[src/pkg/ufl_consts.svh]
`ifndef UFL_CONSTS_SVH
`define UFL_CONSTS_SVH

// Register indices; byte address is four times the index
`define UFL_IDX_DATA 8'ha4
`define UFL_IDX_FIFO 8'ha5
`define UFL_IDX_CTRL 8'ha6
`define UFL_IDX_BAUD 8'ha8
`define UFL_IDX_STAT 8'ha9
`define UFL_IDX_MASK 8'haa
`define UFL_IDX_LIN 8'hab

// Reset values
`define UFL_FIFO_RST 8'h00
`define UFL_BAUD_RST 16'h0000
`define UFL_STAT_RST 5'h00
`define UFL_MASK_RST 5'h00

// Threshold fields of the FIFO register
`define UFL_RXTHR_LSB 4
`define UFL_TXTHR_LSB 0
`define UFL_RX_RESET_CODE 4'hf
`define UFL_TX_RESET_CODE 4'h0

// Control register
`define UFL_CTRL_EN_BIT 0

// Status and mask layout
`define UFL_ST_TXRDY 0
`define UFL_ST_RXRDY 1
`define UFL_ST_RXOVF 2
`define UFL_ST_RXUDF 3
`define UFL_ST_TXOVF 4
`define UFL_ST_W 5

`endif

[src/pkg/ufl_pkg.sv]
package ufl_pkg;

    typedef enum logic [1:0] {
        UFL_WB_IDLE = 2'b01,
        UFL_WB_ACK = 2'b10
    } ufl_wb_state_t;

    typedef logic [3:0] ufl_nib_t;

endpackage

[src/pkg/ufl_fifo_if.sv]
interface ufl_fifo_if #(
    parameter int WIDTH = 8,
    parameter int CW = 4
);
    logic push;
    logic pop;
    logic flush;
    logic [WIDTH-1:0] wdata;
    logic [WIDTH-1:0] rdata;
    logic [CW-1:0] count;
    logic full;
    logic empty;

    modport store (
        input push, pop, flush, wdata,
        output rdata, count, full, empty
    );

    modport user (
        output push, pop, flush, wdata,
        input rdata, count, full, empty
    );
endinterface

[src/rtl/ufl_ctrl.sv]
// Decided for this implementation: the Wishbone interface to the registers.
`include "ufl_consts.svh"

module ufl_ctrl
    import ufl_pkg::*;
#(
    parameter int DEPTH = 15,
    parameter int LIN_W = 8
) (
    input wire logic clk_i,
    input wire logic rst_i,
    input wire logic wb_cyc_i,
    input wire logic wb_stb_i,
    input wire logic wb_we_i,
    input wire logic [9:0] wb_adr_i,
    input wire logic [3:0] wb_sel_i,
    input wire logic [31:0] wb_dat_i,
    output logic [31:0] wb_dat_o,
    output logic wb_ack_o,
    input wire logic [7:0] rx_byte_i,
    input wire logic rx_valid_i,
    input wire logic tx_pop_i,
    output logic [7:0] tx_byte_o,
    output logic tx_avail_o,
    input wire logic lin_frame_tick_i,
    output logic [LIN_W-1:0] lin_frame_counter_o,
    output logic serial_port_enable_o,
    output logic [15:0] baud_divisor_o,
    output logic rx_threshold_ready_flag_o,
    output logic tx_ready_flag_o,
    output logic rx_overflow_flag_o,
    output logic rx_underflow_flag_o,
    output logic tx_overflow_flag_o,
    output logic irq_o
);

    localparam int CW = 4;

    ufl_fifo_if #(.WIDTH(8), .CW(CW)) rx_q ();
    ufl_fifo_if #(.WIDTH(8), .CW(CW)) tx_q ();

    logic reg_wr;
    logic reg_rd;
    logic [7:0] reg_idx;
    logic [31:0] reg_rdata;

    ufl_nib_t rx_trigger_threshold;
    ufl_nib_t tx_trigger_threshold;
    logic serial_port_enable;
    logic [15:0] baud_divisor;
    logic [`UFL_ST_W-1:0] status;
    logic [`UFL_ST_W-1:0] mask;
    logic [LIN_W-1:0] lin_frame_counter;
    logic [7:0] tx_byte;
    logic tx_avail;
    logic irq;

    ufl_nib_t next_rx_thr;
    ufl_nib_t next_tx_thr;
    logic next_enable;
    logic [15:0] next_baud;
    logic [`UFL_ST_W-1:0] next_status;
    logic [`UFL_ST_W-1:0] next_mask;
    logic [LIN_W-1:0] next_lin;
    logic [7:0] next_tx_byte;
    logic next_tx_avail;
    logic next_irq;

    logic wr_data;
    logic wr_fifo;
    logic wr_ctrl;
    logic wr_baud;
    logic wr_mask;
    logic rd_data;
    logic rd_stat;
    logic clear_op;
    logic rx_ovf_evt;
    logic rx_udf_evt;
    logic tx_ovf_evt;
    ufl_nib_t rx_code;
    ufl_nib_t tx_code;

    function automatic logic hit(input logic [7:0] idx, input logic [7:0] want);
        hit = (idx == want);
    endfunction

    ufl_wb_slave #(.AW(10)) u_bus (
        .clk_i(clk_i),
        .rst_i(rst_i),
        .wb_cyc_i(wb_cyc_i),
        .wb_stb_i(wb_stb_i),
        .wb_we_i(wb_we_i),
        .wb_adr_i(wb_adr_i),
        .wb_ack_o(wb_ack_o),
        .wb_dat_o(wb_dat_o),
        .reg_wr_o(reg_wr),
        .reg_rd_o(reg_rd),
        .reg_idx_o(reg_idx),
        .reg_rdata_i(reg_rdata)
    );

    ufl_fifo #(.WIDTH(8), .DEPTH(DEPTH), .CW(CW)) u_rx_fifo (
        .clk_i(clk_i),
        .rst_i(rst_i),
        .port(rx_q.store)
    );

    ufl_fifo #(.WIDTH(8), .DEPTH(DEPTH), .CW(CW)) u_tx_fifo (
        .clk_i(clk_i),
        .rst_i(rst_i),
        .port(tx_q.store)
    );

    // Register strobes; byte lanes gate every write
    assign wr_data = reg_wr & hit(reg_idx, `UFL_IDX_DATA) & wb_sel_i[0];
    assign wr_fifo = reg_wr & hit(reg_idx, `UFL_IDX_FIFO) & wb_sel_i[0];
    assign wr_ctrl = reg_wr & hit(reg_idx, `UFL_IDX_CTRL) & wb_sel_i[0];
    assign wr_baud = reg_wr & hit(reg_idx, `UFL_IDX_BAUD) & (|wb_sel_i[1:0]);
    assign wr_mask = reg_wr & hit(reg_idx, `UFL_IDX_MASK) & wb_sel_i[0];
    assign rd_data = reg_rd & hit(reg_idx, `UFL_IDX_DATA);
    assign rd_stat = reg_rd & hit(reg_idx, `UFL_IDX_STAT);

    assign rx_code = wb_dat_i[`UFL_RXTHR_LSB +: 4];
    assign tx_code = wb_dat_i[`UFL_TXTHR_LSB +: 4];

    always_comb begin
        next_enable = serial_port_enable;
        next_baud = baud_divisor;
        if (wr_ctrl) begin
            next_enable = wb_dat_i[`UFL_CTRL_EN_BIT];
        end
        if (wr_baud && wb_sel_i[0]) begin
            next_baud[7:0] = wb_dat_i[7:0];
        end
        if (wr_baud && wb_sel_i[1]) begin
            next_baud[15:8] = wb_dat_i[15:8];
        end
    end

    // Acts once per control or divisor write that leaves the port stopped at divisor zero
    assign clear_op = (wr_ctrl | wr_baud) & (next_baud == 16'h0000) & ~next_enable;

    // FIFO controls
    always_comb begin
        rx_q.flush = clear_op;
        tx_q.flush = clear_op;
        if (wr_fifo && rx_code == `UFL_RX_RESET_CODE) begin
            rx_q.flush = 1'b1;
        end
        if (wr_fifo && tx_code == `UFL_TX_RESET_CODE) begin
            tx_q.flush = 1'b1;
        end
        rx_q.push = rx_valid_i;
        rx_q.wdata = rx_byte_i;
        rx_q.pop = rd_data;
        tx_q.push = wr_data;
        tx_q.wdata = wb_dat_i[7:0];
        tx_q.pop = tx_pop_i;
    end

    // Events lost to a simultaneous flush are not reported
    assign rx_ovf_evt = rx_valid_i & rx_q.full & ~rx_q.flush;
    assign rx_udf_evt = rd_data & rx_q.empty & ~rx_q.flush;
    assign tx_ovf_evt = wr_data & tx_q.full & ~tx_q.flush;

    // Reset codes leave the previous trigger level in force
    always_comb begin
        next_rx_thr = rx_trigger_threshold;
        next_tx_thr = tx_trigger_threshold;
        if (wr_fifo && rx_code != `UFL_RX_RESET_CODE) begin
            next_rx_thr = rx_code;
        end
        if (wr_fifo && tx_code != `UFL_TX_RESET_CODE) begin
            next_tx_thr = tx_code;
        end
    end

    // Sticky events: read of status clears, a new event in the same cycle wins
    always_comb begin
        next_status = status;
        if (rd_stat) begin
            next_status[`UFL_ST_RXOVF] = 1'b0;
            next_status[`UFL_ST_RXUDF] = 1'b0;
            next_status[`UFL_ST_TXOVF] = 1'b0;
        end
        if (clear_op) begin
            next_status[`UFL_ST_RXOVF] = 1'b0;
            next_status[`UFL_ST_RXUDF] = 1'b0;
            next_status[`UFL_ST_TXOVF] = 1'b0;
        end
        if (rx_ovf_evt) begin
            next_status[`UFL_ST_RXOVF] = 1'b1;
        end
        if (rx_udf_evt) begin
            next_status[`UFL_ST_RXUDF] = 1'b1;
        end
        if (tx_ovf_evt) begin
            next_status[`UFL_ST_TXOVF] = 1'b1;
        end
        // Level flags follow the counts, one cycle behind
        next_status[`UFL_ST_TXRDY] = (tx_q.count < tx_trigger_threshold);
        next_status[`UFL_ST_RXRDY] = (rx_q.count > rx_trigger_threshold);
    end

    always_comb begin
        next_mask = mask;
        if (wr_mask) begin
            next_mask = wb_dat_i[`UFL_ST_W-1:0];
        end
        next_irq = |(next_status & next_mask);
    end

    always_comb begin
        next_lin = lin_frame_counter;
        if (clear_op) begin
            next_lin = '0;
        end else if (lin_frame_tick_i) begin
            next_lin = lin_frame_counter + 1'b1;
        end
    end

    // Avail drops the cycle after a pop so a stale head is never offered twice
    always_comb begin
        next_tx_byte = tx_q.rdata;
        next_tx_avail = ~tx_q.empty & ~tx_pop_i & ~tx_q.flush;
    end

    always_comb begin
        reg_rdata = 32'h0000_0000;
        case (reg_idx)
            `UFL_IDX_DATA: begin
                reg_rdata[7:0] = rx_q.empty ? 8'h00 : rx_q.rdata;
            end
            `UFL_IDX_FIFO: begin
                reg_rdata[7:0] = {rx_q.count, tx_q.count};
            end
            `UFL_IDX_CTRL: begin
                reg_rdata[`UFL_CTRL_EN_BIT] = serial_port_enable;
            end
            `UFL_IDX_BAUD: begin
                reg_rdata[15:0] = baud_divisor;
            end
            `UFL_IDX_STAT: begin
                reg_rdata[`UFL_ST_W-1:0] = status;
            end
            `UFL_IDX_MASK: begin
                reg_rdata[`UFL_ST_W-1:0] = mask;
            end
            `UFL_IDX_LIN: begin
                reg_rdata[LIN_W-1:0] = lin_frame_counter;
            end
            default: begin
                reg_rdata = 32'h0000_0000;
            end
        endcase
    end

    always_ff @(posedge clk_i) begin
        if (rst_i) begin
            rx_trigger_threshold <= ufl_nib_t'(`UFL_FIFO_RST >> `UFL_RXTHR_LSB);
            tx_trigger_threshold <= ufl_nib_t'(`UFL_FIFO_RST);
            serial_port_enable <= 1'b0;
            baud_divisor <= `UFL_BAUD_RST;
            status <= `UFL_STAT_RST;
            mask <= `UFL_MASK_RST;
            lin_frame_counter <= '0;
            tx_byte <= 8'h00;
            tx_avail <= 1'b0;
            irq <= 1'b0;
        end else begin
            rx_trigger_threshold <= next_rx_thr;
            tx_trigger_threshold <= next_tx_thr;
            serial_port_enable <= next_enable;
            baud_divisor <= next_baud;
            status <= next_status;
            mask <= next_mask;
            lin_frame_counter <= next_lin;
            tx_byte <= next_tx_byte;
            tx_avail <= next_tx_avail;
            irq <= next_irq;
        end
    end

    assign serial_port_enable_o = serial_port_enable;
    assign baud_divisor_o = baud_divisor;
    assign lin_frame_counter_o = lin_frame_counter;
    assign tx_byte_o = tx_byte;
    assign tx_avail_o = tx_avail;
    assign irq_o = irq;
    assign tx_ready_flag_o = status[`UFL_ST_TXRDY];
    assign rx_threshold_ready_flag_o = status[`UFL_ST_RXRDY];
    assign rx_overflow_flag_o = status[`UFL_ST_RXOVF];
    assign rx_underflow_flag_o = status[`UFL_ST_RXUDF];
    assign tx_overflow_flag_o = status[`UFL_ST_TXOVF];

endmodule

[src/rtl/ufl_fifo.sv]
module ufl_fifo
    import ufl_pkg::*;
#(
    parameter int WIDTH = 8,
    parameter int DEPTH = 15,
    parameter int CW = 4
) (
    input wire logic clk_i,
    input wire logic rst_i,
    ufl_fifo_if.store port
);

    logic [WIDTH-1:0] mem [DEPTH];
    logic [CW-1:0] rd_ptr;
    logic [CW-1:0] wr_ptr;
    logic [CW-1:0] count;
    logic [CW-1:0] next_rd_ptr;
    logic [CW-1:0] next_wr_ptr;
    logic [CW-1:0] next_count;
    logic do_push;
    logic do_pop;

    function automatic logic [CW-1:0] ptr_inc(input logic [CW-1:0] p);
        ptr_inc = (p == CW'(DEPTH - 1)) ? '0 : p + 1'b1;
    endfunction

    assign port.full = (count == CW'(DEPTH));
    assign port.empty = (count == '0);
    assign port.count = count;
    assign port.rdata = mem[rd_ptr];

    // A push into a full store or a pop from an empty one is dropped
    assign do_push = port.push & ~port.full & ~port.flush;
    assign do_pop = port.pop & ~port.empty & ~port.flush;

    always_comb begin
        next_rd_ptr = rd_ptr;
        next_wr_ptr = wr_ptr;
        next_count = count;
        if (port.flush) begin
            next_rd_ptr = '0;
            next_wr_ptr = '0;
            next_count = '0;
        end else begin
            if (do_push) begin
                next_wr_ptr = ptr_inc(wr_ptr);
            end
            if (do_pop) begin
                next_rd_ptr = ptr_inc(rd_ptr);
            end
            if (do_push && !do_pop) begin
                next_count = count + 1'b1;
            end else if (do_pop && !do_push) begin
                next_count = count - 1'b1;
            end
        end
    end

    always_ff @(posedge clk_i) begin
        if (rst_i) begin
            rd_ptr <= '0;
            wr_ptr <= '0;
            count <= '0;
        end else begin
            rd_ptr <= next_rd_ptr;
            wr_ptr <= next_wr_ptr;
            count <= next_count;
        end
    end

    // Storage needs no reset; the count guards it
    always_ff @(posedge clk_i) begin
        if (do_push) begin
            mem[wr_ptr] <= port.wdata;
        end
    end

endmodule

[src/rtl/ufl_wb_slave.sv]
module ufl_wb_slave
    import ufl_pkg::*;
#(
    parameter int AW = 10
) (
    input wire logic clk_i,
    input wire logic rst_i,
    input wire logic wb_cyc_i,
    input wire logic wb_stb_i,
    input wire logic wb_we_i,
    input wire logic [AW-1:0] wb_adr_i,
    output logic wb_ack_o,
    output logic [31:0] wb_dat_o,
    output logic reg_wr_o,
    output logic reg_rd_o,
    output logic [AW-3:0] reg_idx_o,
    input wire logic [31:0] reg_rdata_i
);

    ufl_wb_state_t state;
    ufl_wb_state_t next_state;
    logic next_ack;
    logic [31:0] next_dat;
    logic req;

    // Only the idle state takes a request, so a strobe held through the ack cycle acts once
    assign req = (state == UFL_WB_IDLE) & wb_cyc_i & wb_stb_i;
    assign reg_wr_o = req & wb_we_i;
    assign reg_rd_o = req & ~wb_we_i;
    assign reg_idx_o = wb_adr_i[AW-1:2];

    always_comb begin
        next_state = state;
        next_ack = 1'b0;
        next_dat = wb_dat_o;
        case (state)
            UFL_WB_IDLE: begin
                if (req) begin
                    next_state = UFL_WB_ACK;
                    next_ack = 1'b1;
                    next_dat = reg_rdata_i;
                end
            end
            UFL_WB_ACK: begin
                next_state = UFL_WB_IDLE;
            end
            default: begin
                next_state = UFL_WB_IDLE;
            end
        endcase
    end

    always_ff @(posedge clk_i) begin
        if (rst_i) begin
            state <= UFL_WB_IDLE;
            wb_ack_o <= 1'b0;
            wb_dat_o <= 32'h0000_0000;
        end else begin
            state <= next_state;
            wb_ack_o <= next_ack;
            wb_dat_o <= next_dat;
        end
    end

endmodule

[config.mk]
export PLATFORM = sky130hd
export DESIGN_NAME = ufl_ctrl
export DESIGN_NICKNAME = d
export VERILOG_FILES = /design/src/pkg/ufl_pkg.sv /design/src/pkg/ufl_fifo_if.sv /design/src/rtl/ufl_ctrl.sv /design/src/rtl/ufl_fifo.sv /design/src/rtl/ufl_wb_slave.sv
export VERILOG_INCLUDE_DIRS = /design/src /design/src/pkg
export SDC_FILE = /design/constraint.sdc
export NUM_CORES = 1
export LEC_CHECK = 0
export ABC_AREA = 1
export BUFFER_PORTS_ARGS = -buffer_cell sky130_fd_sc_hd__buf_4
export CORE_MARGIN = 2
export CORE_UTILIZATION = 45
export DETAILED_ROUTE_END_ITERATION = 6
export SYNTH_ARGS = -nofsm -noshare
export SYNTH_HDL_FRONTEND = slang
export SYNTH_HIERARCHICAL = 1
export SYNTH_SLANG_ARGS = --single-unit
[constraint.sdc]
create_clock -name clk_i -period 9.7 [get_ports clk_i]
set_clock_uncertainty 0.2 [all_clocks]
set_input_delay 2.425 -clock clk_i [delete_from_list [all_inputs] [get_ports clk_i]]
set_output_delay 2.425 -clock clk_i [all_outputs]
set_load 0.02 [all_outputs]
Word-level counts from Yosys, hierarchy flattened
Memory sizes are Yosys's and may differ from the RTL's. A register that Yosys moved wholly into a read port is not among the register bits.
Index checks and enable logic that the tools add are counted.
{"block": "op_classes", "add_sub_neg": 9, "n_lt_le_gt_ge": 2, "n_eq_ne": 16, "muxes": 31, "bitwise_logic": 46, "reduce_logical": 28}
{"operator": "8-bit == test, second input constant", "count": 7}
{"operator": "4-bit two-way mux", "count": 10}
{"operator": "1-bit AND", "count": 34}
{"operator": "8-bit two-way mux", "count": 4}
{"operator": "4-bit == test, second input constant", "count": 7}
{"operator": "4-bit by 1-bit adder with 4-bit output, second input constant", "count": 6}
{"operator": "4-bit one-hot mux with 6 select lines", "count": 1}
{"operator": "16-bit logical NOT", "count": 1}
{"operator": "4-bit logical NOT", "count": 3}
{"operator": "3-bit one-hot mux with 4 select lines", "count": 1}
{"operator": "1-bit two-way mux", "count": 11}
{"operator": "1-bit logical AND", "count": 10}
{"operator": "1-bit inverter", "count": 10}
{"operator": "2-bit OR reduction", "count": 5}
{"operator": "8-bit by 1-bit adder with 8-bit output, second input constant", "count": 1}
{"operator": "4-bit by 1-bit subtractor with 4-bit output, second input constant", "count": 2}
{"operator": "1-bit one-hot mux with 7 select lines", "count": 1}
{"operator": "3-bit two-way mux", "count": 2}
{"operator": "5-bit AND", "count": 1}
{"operator": "5-bit two-way mux", "count": 1}
{"operator": "5-bit OR reduction", "count": 1}
{"operator": "4-bit > comparator", "count": 1}
{"operator": "1-bit logical NOT", "count": 4}
{"operator": "4-bit less-than comparator", "count": 1}
{"operator": "6 further kinds", "count": 7}
{"block": "totals", "reg_bits": 88, "mem_bits_rw": 240, "inputBits": 62, "out_inout_bits": 73, "word_cells": 152, "memories": 2}
{"name": "u_rx_fifo.mem", "words": 15, "word_bits": 8, "rd": 1, "rd_ports_with_merged_regs": 1, "write_ports": 1, "line": "ufl_fifo.sv:13", "text": "logic [WIDTH-1:0] mem [DEPTH];"}
{"name": "u_tx_fifo.mem", "words": 15, "word_bits": 8, "rd": 1, "rd_ports_with_merged_regs": 1, "write_ports": 1, "line": "ufl_fifo.sv:13"}

Logic depth before layout (Yosys ltp)
Gate-level depths: netlist of run 1.
{"block": "logic_depth", "depth_word": 18, "mapped_depth": 29, "depth_no_buf": 29}

Modules after synthesis
The synthesis of run 1 kept the hierarchy.
{"mod": "ufl_fifo at u_rx_fifo", "n_inst": 1, "cells_each": 586, "area_each_um2": 5913.2, "seq_area_each_um2": 3923.8}
{"mod": "ufl_fifo at u_tx_fifo", "n_inst": 1, "cells_each": 577, "area_each_um2": 5880.6, "seq_area_each_um2": 3923.8}
{"mod": "ufl_ctrl", "n_inst": 1, "cells_each": 452, "area_each_um2": 3065.4, "seq_area_each_um2": 1061.0}
{"mod": "ufl_wb_slave", "n_inst": 1, "cells_each": 230, "area_each_um2": 1579.0, "seq_area_each_um2": 700.7}

Worst setup path before layout of run 1
OpenSTA, ideal clock, no wires.
{"block": "synth_timing", "path_kind": "input port to flip-flop", "from": "in wb_cyc_i", "to": "reg u_tx_fifo.count[3], in the netlist u_tx_fifo/port.count[3]", "setup_ns": 0.109, "arrival_time_ns": 5.407, "required_time_ns": 9.391, "setup_slack_ns": 3.984, "cell_stages": 25, "path_cell_list": "nand2_1 -> nor2_4 -> inv_2 -> nor2_1 -> inv_2 -> nor2_8 -> nand3_4 -> buf_6 -> o21ai_0 -> nor2_1 -> nand2_1 -> nor2_2 -> nand2_2 -> nand2_1 -> inv_1 -> nand3_2 -> inv_2 -> ha_1 -> inv_1 -> ha_1 -> or2_2 -> nand3_1 -> nand3_1 -> nand2_1 -> inv_1"}
{"block": "synth_between", "elab_chain_len": 16}
{"element": "start, declared", "line": "ufl_ctrl.sv:12", "text": "input wire logic wb_cyc_i,"}
{"element": "1-bit AND (*) (2 in series)", "line": "ufl_wb_slave.sv:27", "text": "assign req = (state == UFL_WB_IDLE) & wb_cyc_i & wb_stb_i;"}
{"element": "1-bit AND (*)", "line": "ufl_wb_slave.sv:28", "text": "assign reg_wr_o = req & wb_we_i;"}
{"element": "via reg_wr", "line": "ufl_ctrl.sv:42", "text": "logic reg_wr;"}
{"element": "1-bit AND (2 in series)", "line": "ufl_ctrl.sv:118", "text": "assign wr_baud = reg_wr & hit(reg_idx, `UFL_IDX_BAUD) & (|wb_sel_i[1:0]);"}
{"element": "1-bit logical AND, on equally long branches", "line": "ufl_ctrl.sv:132, ufl_ctrl.sv:135"}
{"element": "8-bit two-way mux, on equally long branches", "line": "ufl_ctrl.sv:132, ufl_ctrl.sv:135"}
{"element": "16-bit logical NOT", "line": "ufl_ctrl.sv:141", "text": "assign clear_op = (wr_ctrl | wr_baud) & (next_baud == 16'h0000) & ~next_enable;"}
{"element": "1-bit AND (2 in series)", "line": "ufl_ctrl.sv:141"}
{"element": "1-bit two-way mux (*)", "line": "ufl_ctrl.sv:150", "text": "if (wr_fifo && tx_code == `UFL_TX_RESET_CODE) begin"}
{"element": "via tx_q.flush", "line": "ufl_fifo_if.sv:7", "text": "logic flush;"}
{"element": "1-bit inverter (*)", "line": "ufl_fifo.sv:33", "text": "assign do_push = port.push & ~port.full & ~port.flush;"}
{"element": "1-bit AND (*)", "line": "ufl_fifo.sv:33"}
{"element": "via u_tx_fifo.do_push", "line": "ufl_fifo.sv:20", "text": "logic do_push;"}
{"element": "1-bit logical NOT", "line": "ufl_fifo.sv:53", "text": "end else if (do_pop && !do_push) begin"}
{"element": "1-bit logical AND", "line": "ufl_fifo.sv:53"}
{"element": "2-bit nonzero test (no source line)"}
{"element": "end signal, assigned", "line": "ufl_fifo.sv:67", "text": "count <= next_count;"}
{"element": "end, declared", "line": "ufl_fifo.sv:16", "text": "logic [CW-1:0] count;"}
The timed path passes the listed nets; every way through them passes the cells marked *.
A chain may end at the register's enable or synchronous reset.

Worst setup path after layout of run 1
Same ends and word-level chain as after synthesis.

==> results of run 1 <==
[logic make-up (layout without fill, tap and decap cells)]
family	count (synthesis)	in the layout	synth area share (%)
and+or+nand+nor	1053	1053	27.3
muxes	1	1	0.0609
AOI/OAI and AO/OA	99	99	3.70
xor gates and xnor gates	9	9	0.480
other	1	16	0.0228
adders and majority gates	16	16	1.31
buffers and inverters	306	420	8.67
DFF	360	360	58.5
[cell usage after synthesis (8+ instances only)]
master    number
o211ai_1      10
buf_4         21
nand4_1       13
dfxtp_1      120
buf_2         18
inv_2         11
xor2_1         9
o21ai_1        8
nand3_1      175
o21ai_0       33
buf_6         19
clkbuf_1      13
edfxtp_1     240
nor2_1       232
nor2_2         9
nand2_1      579
ha_1          14
inv_1        219
a21oi_1       24
[sequential cells by signal, indices dropped and copies added, names as in the netlist, 5 cells and up, named ones only]
register and flops:
lin_frame_counter_o 8, baud_divisor_o 16, mask 5, u_tx_fifo/mem 120, tx_byte_o 8, status 5
u_rx_fifo/mem 120, u_bus/wb_dat_o 32
[layout make-up]
cell class | count | area, sq um | share of cell area [%]
sequential | 360 | 9610 | 51.6
tap | 468 | 586 | 3.14
clock inverter | 24 | 203 | 1.09
inverter | 232 | 876 | 4.70
multi-input combinational | 1194 | 5460 | 29.3
clock buffer | 47 | 1010 | 5.40
timing repair buffer | 117 | 878 | 4.72
[metrics by stage]
stage | power [mW] | util (%) | worst slack, ns | cells
final | 3.74 | 51.4 | 3.08 | 2442
after floorplan | 2.20 | - | 3.98 | 1860
after global placement | 2.35 | 48.0 | 2.55 | 2371
after global routing | 3.93 | 51.4 | 2.64 | 2442
after CTS | 3.78 | 51.4 | 3.10 | 2442
after detailed placement | 2.36 | 48.0 | 2.52 | 2371
[metal layers]
layer / vias up / wire, microns / track usage, %
li1: 6101 / - / -
met2: 359 / 18900 / 34.7
met5: - / 0 / 0
met3: 68 / 2580 / 4.20
met1: 5765 / 17000 / 27.2
met4: 0 / 1120 / 8.06
[worst paths after layout]
kind	startpoint	end	slack [ns]	cells past startpoint
worst max register to register	u_bus/state[1]	u_tx_fifo/port.count[3]	4.75	25
worst max-delay path	wb_cyc_i	u_tx_fifo/port.count[3]	3.08	25
worst min-delay path	tx_trigger_threshold[1]	tx_trigger_threshold[1]	0.27	2
worst min register to register	tx_trigger_threshold[1]	tx_trigger_threshold[1]	0.27	2
[critical path: stages]
cell     delay (ns)
buf_4          0.07
nand2_1        0.09
nor2_4         0.61
inv_2          0.12
nor2_1         0.42
nand2_2        0.15
inv_1          0.32
nand3_2        0.24
o21ai_1        0.22
inv_1          0.07
nand4_1        0.09
nor2_2         0.05
nand2_2        0.13
nand2_1        0.12
inv_1          0.14
nand3_2        0.22
inv_2          0.20
ha_1           0.21
inv_1          0.09
ha_1           0.30
or2_2          0.31
nand3_1        0.10
nand3_1        0.08
nand2_1        0.06
inv_1          0.03
[power breakdown]
group          leakage (nW)  internal (mW)  total [mW]  switching, mW
clock                 0.592          0.820        1.42          0.598
sequential             3.14           1.68        1.74         0.0535
combinational          4.13          0.197       0.587          0.390
total                  7.87           2.70        3.74           1.04
==> impl_metrics.env, run 1 <==
export IMPL_power_density_mw_per_mm2=201
export IMPL_post_cts_setup_buffers=0
export IMPL_layout_area_overhead_vs_synth_pct=13.3
export IMPL_cts_hold_fix_buffers=0
export IMPL_drt_drc_violations_left=0
export IMPL_die_area_sq_mm=0.0381
export IMPL_synth_area_leader_cell="edfxtp_1"
export IMPL_hold_fails_final_rpt=0
export IMPL_layout_nets=2022
export IMPL_ant_nets=0
export IMPL_whs_ns=0.267
export IMPL_setup_repair_after_global_routing_missed_its_margin="false"
export IMPL_cts_clk_slew_worst_paths_ns=0.06
export IMPL_yosys_register_bits=360
export IMPL_initial_core_util_pct=45.3
export IMPL_yosysSeqAreaShare_pct=58.5
export IMPL_core_area_sq_mm=0.0363
export IMPL_tritoncts="done"
export IMPL_clock_tree_buffer_depth=3
export IMPL_antenna_diode_count=0
export IMPL_ys_types=54
export IMPL_placement_cell_area_sq_mm=0.0174
export IMPL_synthTopCellsByArea="edfxtp_1 44%, dfxtp_1 15%, nand2_1 13%"
export IMPL_upper_clock_frequency_limit_mhz=151
export IMPL_clk_latency_ns=0.56
export IMPL_postSynth_asyncResetShare_pct=0
export IMPL_detailedPlacementHpwl_mm=25.8
export IMPL_via_count_of_the_first_global_routing_pass=11800
export IMPL_die_height_microns=195
export IMPL_rows=70
export IMPL_layout_cell_area_non_filler_sq_mm=0.0186
export IMPL_finalSetupViolCount=0
export IMPL_cp_required_ns=9.96
export IMPL_post_drt_via_cell_ratio=5.03
export IMPL_finalWorstPathRequiredPeriod_ns=6.62
export IMPL_cts_buffers=39
export IMPL_cts_htree_levels=2
export IMPL_fillCellCount=3358
export IMPL_globalRouteTotalUtil_pct=21.0
export IMPL_gr_total_overflow=0
export IMPL_worst_ir_drop_vdd_mv=0.163
export IMPL_grt_max_degree=67
export IMPL_count_of_synthesis_stage_warnings_from_yosys=6
export IMPL_min_delay_path_class="reg -> reg"
export IMPL_cts_num_sinks=360
export IMPL_worst_setup_path_end_kind="flop"
export IMPL_layout_commonest_cell="nand2_1"
export IMPL_max_cap_violations=0
export IMPL_num_io_pins=135
export IMPL_final_setup_tns_ns=0
export IMPL_leading_cell_types_in_the_layout_fill_and_taps_excluded="579 x nand2_1, 240 x edfxtp_1, 232 x nor2_1"
export IMPL_clockRootBuffer="clkbuf_16"
export IMPL_slew_viol_final=0
export IMPL_initial_antenna_violation_count=0
export IMPL_status="finished clean"
export IMPL_gp_congestion=0.848
export IMPL_totalWireLength_mm=39.6
export IMPL_global_route_wire_length_before_repair_mm=62.5
export IMPL_netlist_area_sq_mm=0.0164
export IMPL_synth_edff_count=240
export IMPL_crit_type="in -> reg"
export IMPL_synthCells=1845
export IMPL_drt_iter0_markers=963
export IMPL_cp_arrival_ns=6.88
export IMPL_dominantRegCellSynth="edfxtp_1"
export IMPL_routedWlPerCell_microns=16.2
export IMPL_post_route_cells_drive_above_1_share_pct=11.7
export IMPL_die_width_microns=195
export IMPL_num_vias=12300
export IMPL_p_leak_nw=7.87
export IMPL_count_of_buffers_from_port_buffering=114
export IMPL_relSlewSlack_pct=14.1
export IMPL_final_period_utilization_pct=68.3
export IMPL_timing_critical_path_from_type="input pin"
export IMPL_postSynthAreaPerCell_sq_um=8.91
export IMPL_first_pass_iters=5
export IMPL_post_cts_resized=0
export IMPL_synth_top_cell_area_share_pct=43.8
export IMPL_critical_path_max_fanout=33
export IMPL_tightest_slew_ns=1.28
Power figures use the tool's default switching activity.
==> inputs of run 2 (changes only) <==
- clock period: 9.7 -> 6.8 ns (I/O delays scaled with it)
==> impl_metrics.env, run 2 (synthesis results as in run 1) <==
export IMPL_pwr_share_clk_pct=40.0
export IMPL_post_cts_setup_buffers=0
export IMPL_min_delay_path_class="reg -> reg"
export IMPL_gp_congestion=0.891
export IMPL_die_width_microns=195
export IMPL_power_density_mw_per_mm2=295
export IMPL_slew_viol_final=0
export IMPL_count_of_buffers_from_port_buffering=114
export IMPL_relative_contribution_of_combinational_cells_to_total_power_pct=15.6
export IMPL_initial_antenna_violation_count=1
export IMPL_final_period_utilization_pct=77.2
export IMPL_max_stage_delay_ns=0.37
export IMPL_first_pass_iters=5
export IMPL_total_power_mw=5.54
export IMPL_tritoncts="done"
export IMPL_cts_htree_levels=2
export IMPL_worst_hold_path_cells=2
export IMPL_cts_clk_slew_worst_paths_ns=0.06
export IMPL_post_drt_via_cell_ratio=5.01
export IMPL_relSlewSlack_pct=16.8
export IMPL_critical_path_max_fanout=12
export IMPL_setup_repair_after_global_routing_missed_its_margin="false"
export IMPL_drt_iter0_markers=881
export IMPL_cts_num_sinks=360
export IMPL_clockRootBuffer="clkbuf_16"
export IMPL_biggestRegsByFlops="u_rx_fifo/mem x120, u_tx_fifo/mem x120, u_bus/wb_dat_o x32"
export IMPL_detailedPlacementHpwl_mm=25.6
export IMPL_tightest_slew_ns=1.25
export IMPL_layout_commonest_cell="nand2_1"
export IMPL_reg2reg_depth=25
export IMPL_post_cts_resized=0
export IMPL_upper_clock_frequency_limit_mhz=190
export IMPL_timing_critical_path_from_type="input pin"
export IMPL_cts_buffers=39
export IMPL_initial_core_util_pct=45.3
export IMPL_cp_required_ns=7.07
export IMPL_routedWlPerCell_microns=16.0
export IMPL_antenna_diode_count=0
export IMPL_finalWorstPathRequiredPeriod_ns=5.25
export IMPL_drt_drc_violations_left=0
export IMPL_p_leak_nw=7.94
export IMPL_finalSetupViolCount=0
export IMPL_post_route_cells_drive_above_1_share_pct=12.0
export IMPL_worst_ir_drop_vdd_mv=0.264
export IMPL_setup_worst_path_start="wb_cyc_i"
export IMPL_worstReg2RegEnd="u_tx_fifo/port.count[3]"
export IMPL_path_delay_family="simple AND/OR/NAND/NOR gates"
export IMPL_status="finished clean"
export IMPL_reg2reg_from="u_bus/state[1]"
export IMPL_swShare_pct=26.9
export IMPL_rows=70
export IMPL_clk_latency_ns=0.57
export IMPL_die_area_sq_mm=0.0381
export IMPL_hold_path_startpoint="tx_trigger_threshold[3]"
export IMPL_path_buf_inv=8
export IMPL_layout_nets=2025
export IMPL_pwr_share_seq_pct=44.4
export IMPL_global_route_wire_length_before_repair_mm=62.6
export IMPL_gr_total_overflow=0
export IMPL_max_cap_violations=0
export IMPL_cts_hold_fix_buffers=0
export IMPL_internal_power_mw=4.05
export IMPL_via_count_of_the_first_global_routing_pass=11700
export IMPL_switchingPower_mw=1.49
export IMPL_clock_tree_buffer_depth=3
export IMPL_crit_slowest_cell="nor2_1"
export IMPL_rrSetupSlack_ns=2.47
export IMPL_leading_cell_types_in_the_layout_fill_and_taps_excluded="579 x nand2_1, 240 x edfxtp_1, 232 x nor2_1"
export IMPL_layout_cell_area_non_filler_sq_mm=0.0188
export IMPL_num_vias=12300
export IMPL_num_io_pins=135
export IMPL_grt_max_degree=67
export IMPL_globalRouteTotalUtil_pct=21.0
export IMPL_cp_arrival_ns=5.52
export IMPL_final_setup_tns_ns=0
export IMPL_core_area_sq_mm=0.0363
export IMPL_worst_setup_path_end_kind="flop"
export IMPL_ant_nets=0
export IMPL_totalWireLength_mm=39.3
export IMPL_layout_area_overhead_vs_synth_pct=14.2
export IMPL_hold_fails_final_rpt=0
export IMPL_critical_path_most_common_cell="inv_1"
export IMPL_placement_cell_area_sq_mm=0.0174
export IMPL_die_height_microns=195
export IMPL_hold_path_end="tx_trigger_threshold[3]"
export IMPL_crit_type="in -> reg"
[run 2: worst max-delay path by stage]
stage / to / slack (ns) / cells past startpoint
finish: u_tx_fifo/port.count[3] / 1.55 / 25
global route: u_tx_fifo/port.count[3] / 1.18 / 27
CTS: u_tx_fifo/port.count[3] / 1.56 / 25
detailed placement: u_tx_fifo/port.count[3] / 0.97 / 25
global placement: u_tx_fifo/port.count[3] / 1.05 / 25
floorplan: u_tx_fifo/port.count[3] / 1.81 / 25
[run 2: layout make-up]
type,instances,area [sq um]
Sequential cell,360,9610
Clock buffer,59,1120
Multi-Input combinational cell,1194,5460
Inverter,232,876
Tap cell,468,586
Timing Repair Buffer,120,901
Clock inverter,13,229
Fill cell,3351,17500
[run 2: routing by layer]
| layer | vias to the layer above | global-route usage [%] | share of wire, % |
|---|---|---|---|
| met5 | - | 0 | 0 |
| met1 | 5730 | 28.0 | 44 |
| met4 | 0 | 6.96 | 2.6 |
| li1 | 6113 | - | - |
| met3 | 68 | 4.70 | 6.2 |
| met2 | 345 | 34.1 | 47 |
[run 2: worst min-delay path, cell delays in order (launching register included)]
cell and delay [ns]:
dfxtp_1 0.31, nand2_1 0.06, a21oi_1 0.05
[run 2: per-stage QoR]
stage	instances	hold slack (ns)	util (%)	setup WS [ns]
finish	2446	0.262	51.8	1.55
global route	2446	0.287	51.8	1.18
CTS	2446	0.266	51.8	1.56
detailed placement	2374	0.257	48.1	0.971
global placement	2374	0.250	48.1	1.05
floorplan	1860	0.238	-	1.81
[run 2: power by group through the flow]
stage	clock network (mW)	logic, mW	registers, mW
6_report	2.22	0.862	2.46
5_1_grt	2.36	0.977	2.47
4_1_cts	2.27	0.867	2.46
3_5_place_dp	0	0.862	2.51
3_3_place_gp	0	0.850	2.51
2_1_floorplan	0	0.594	2.54
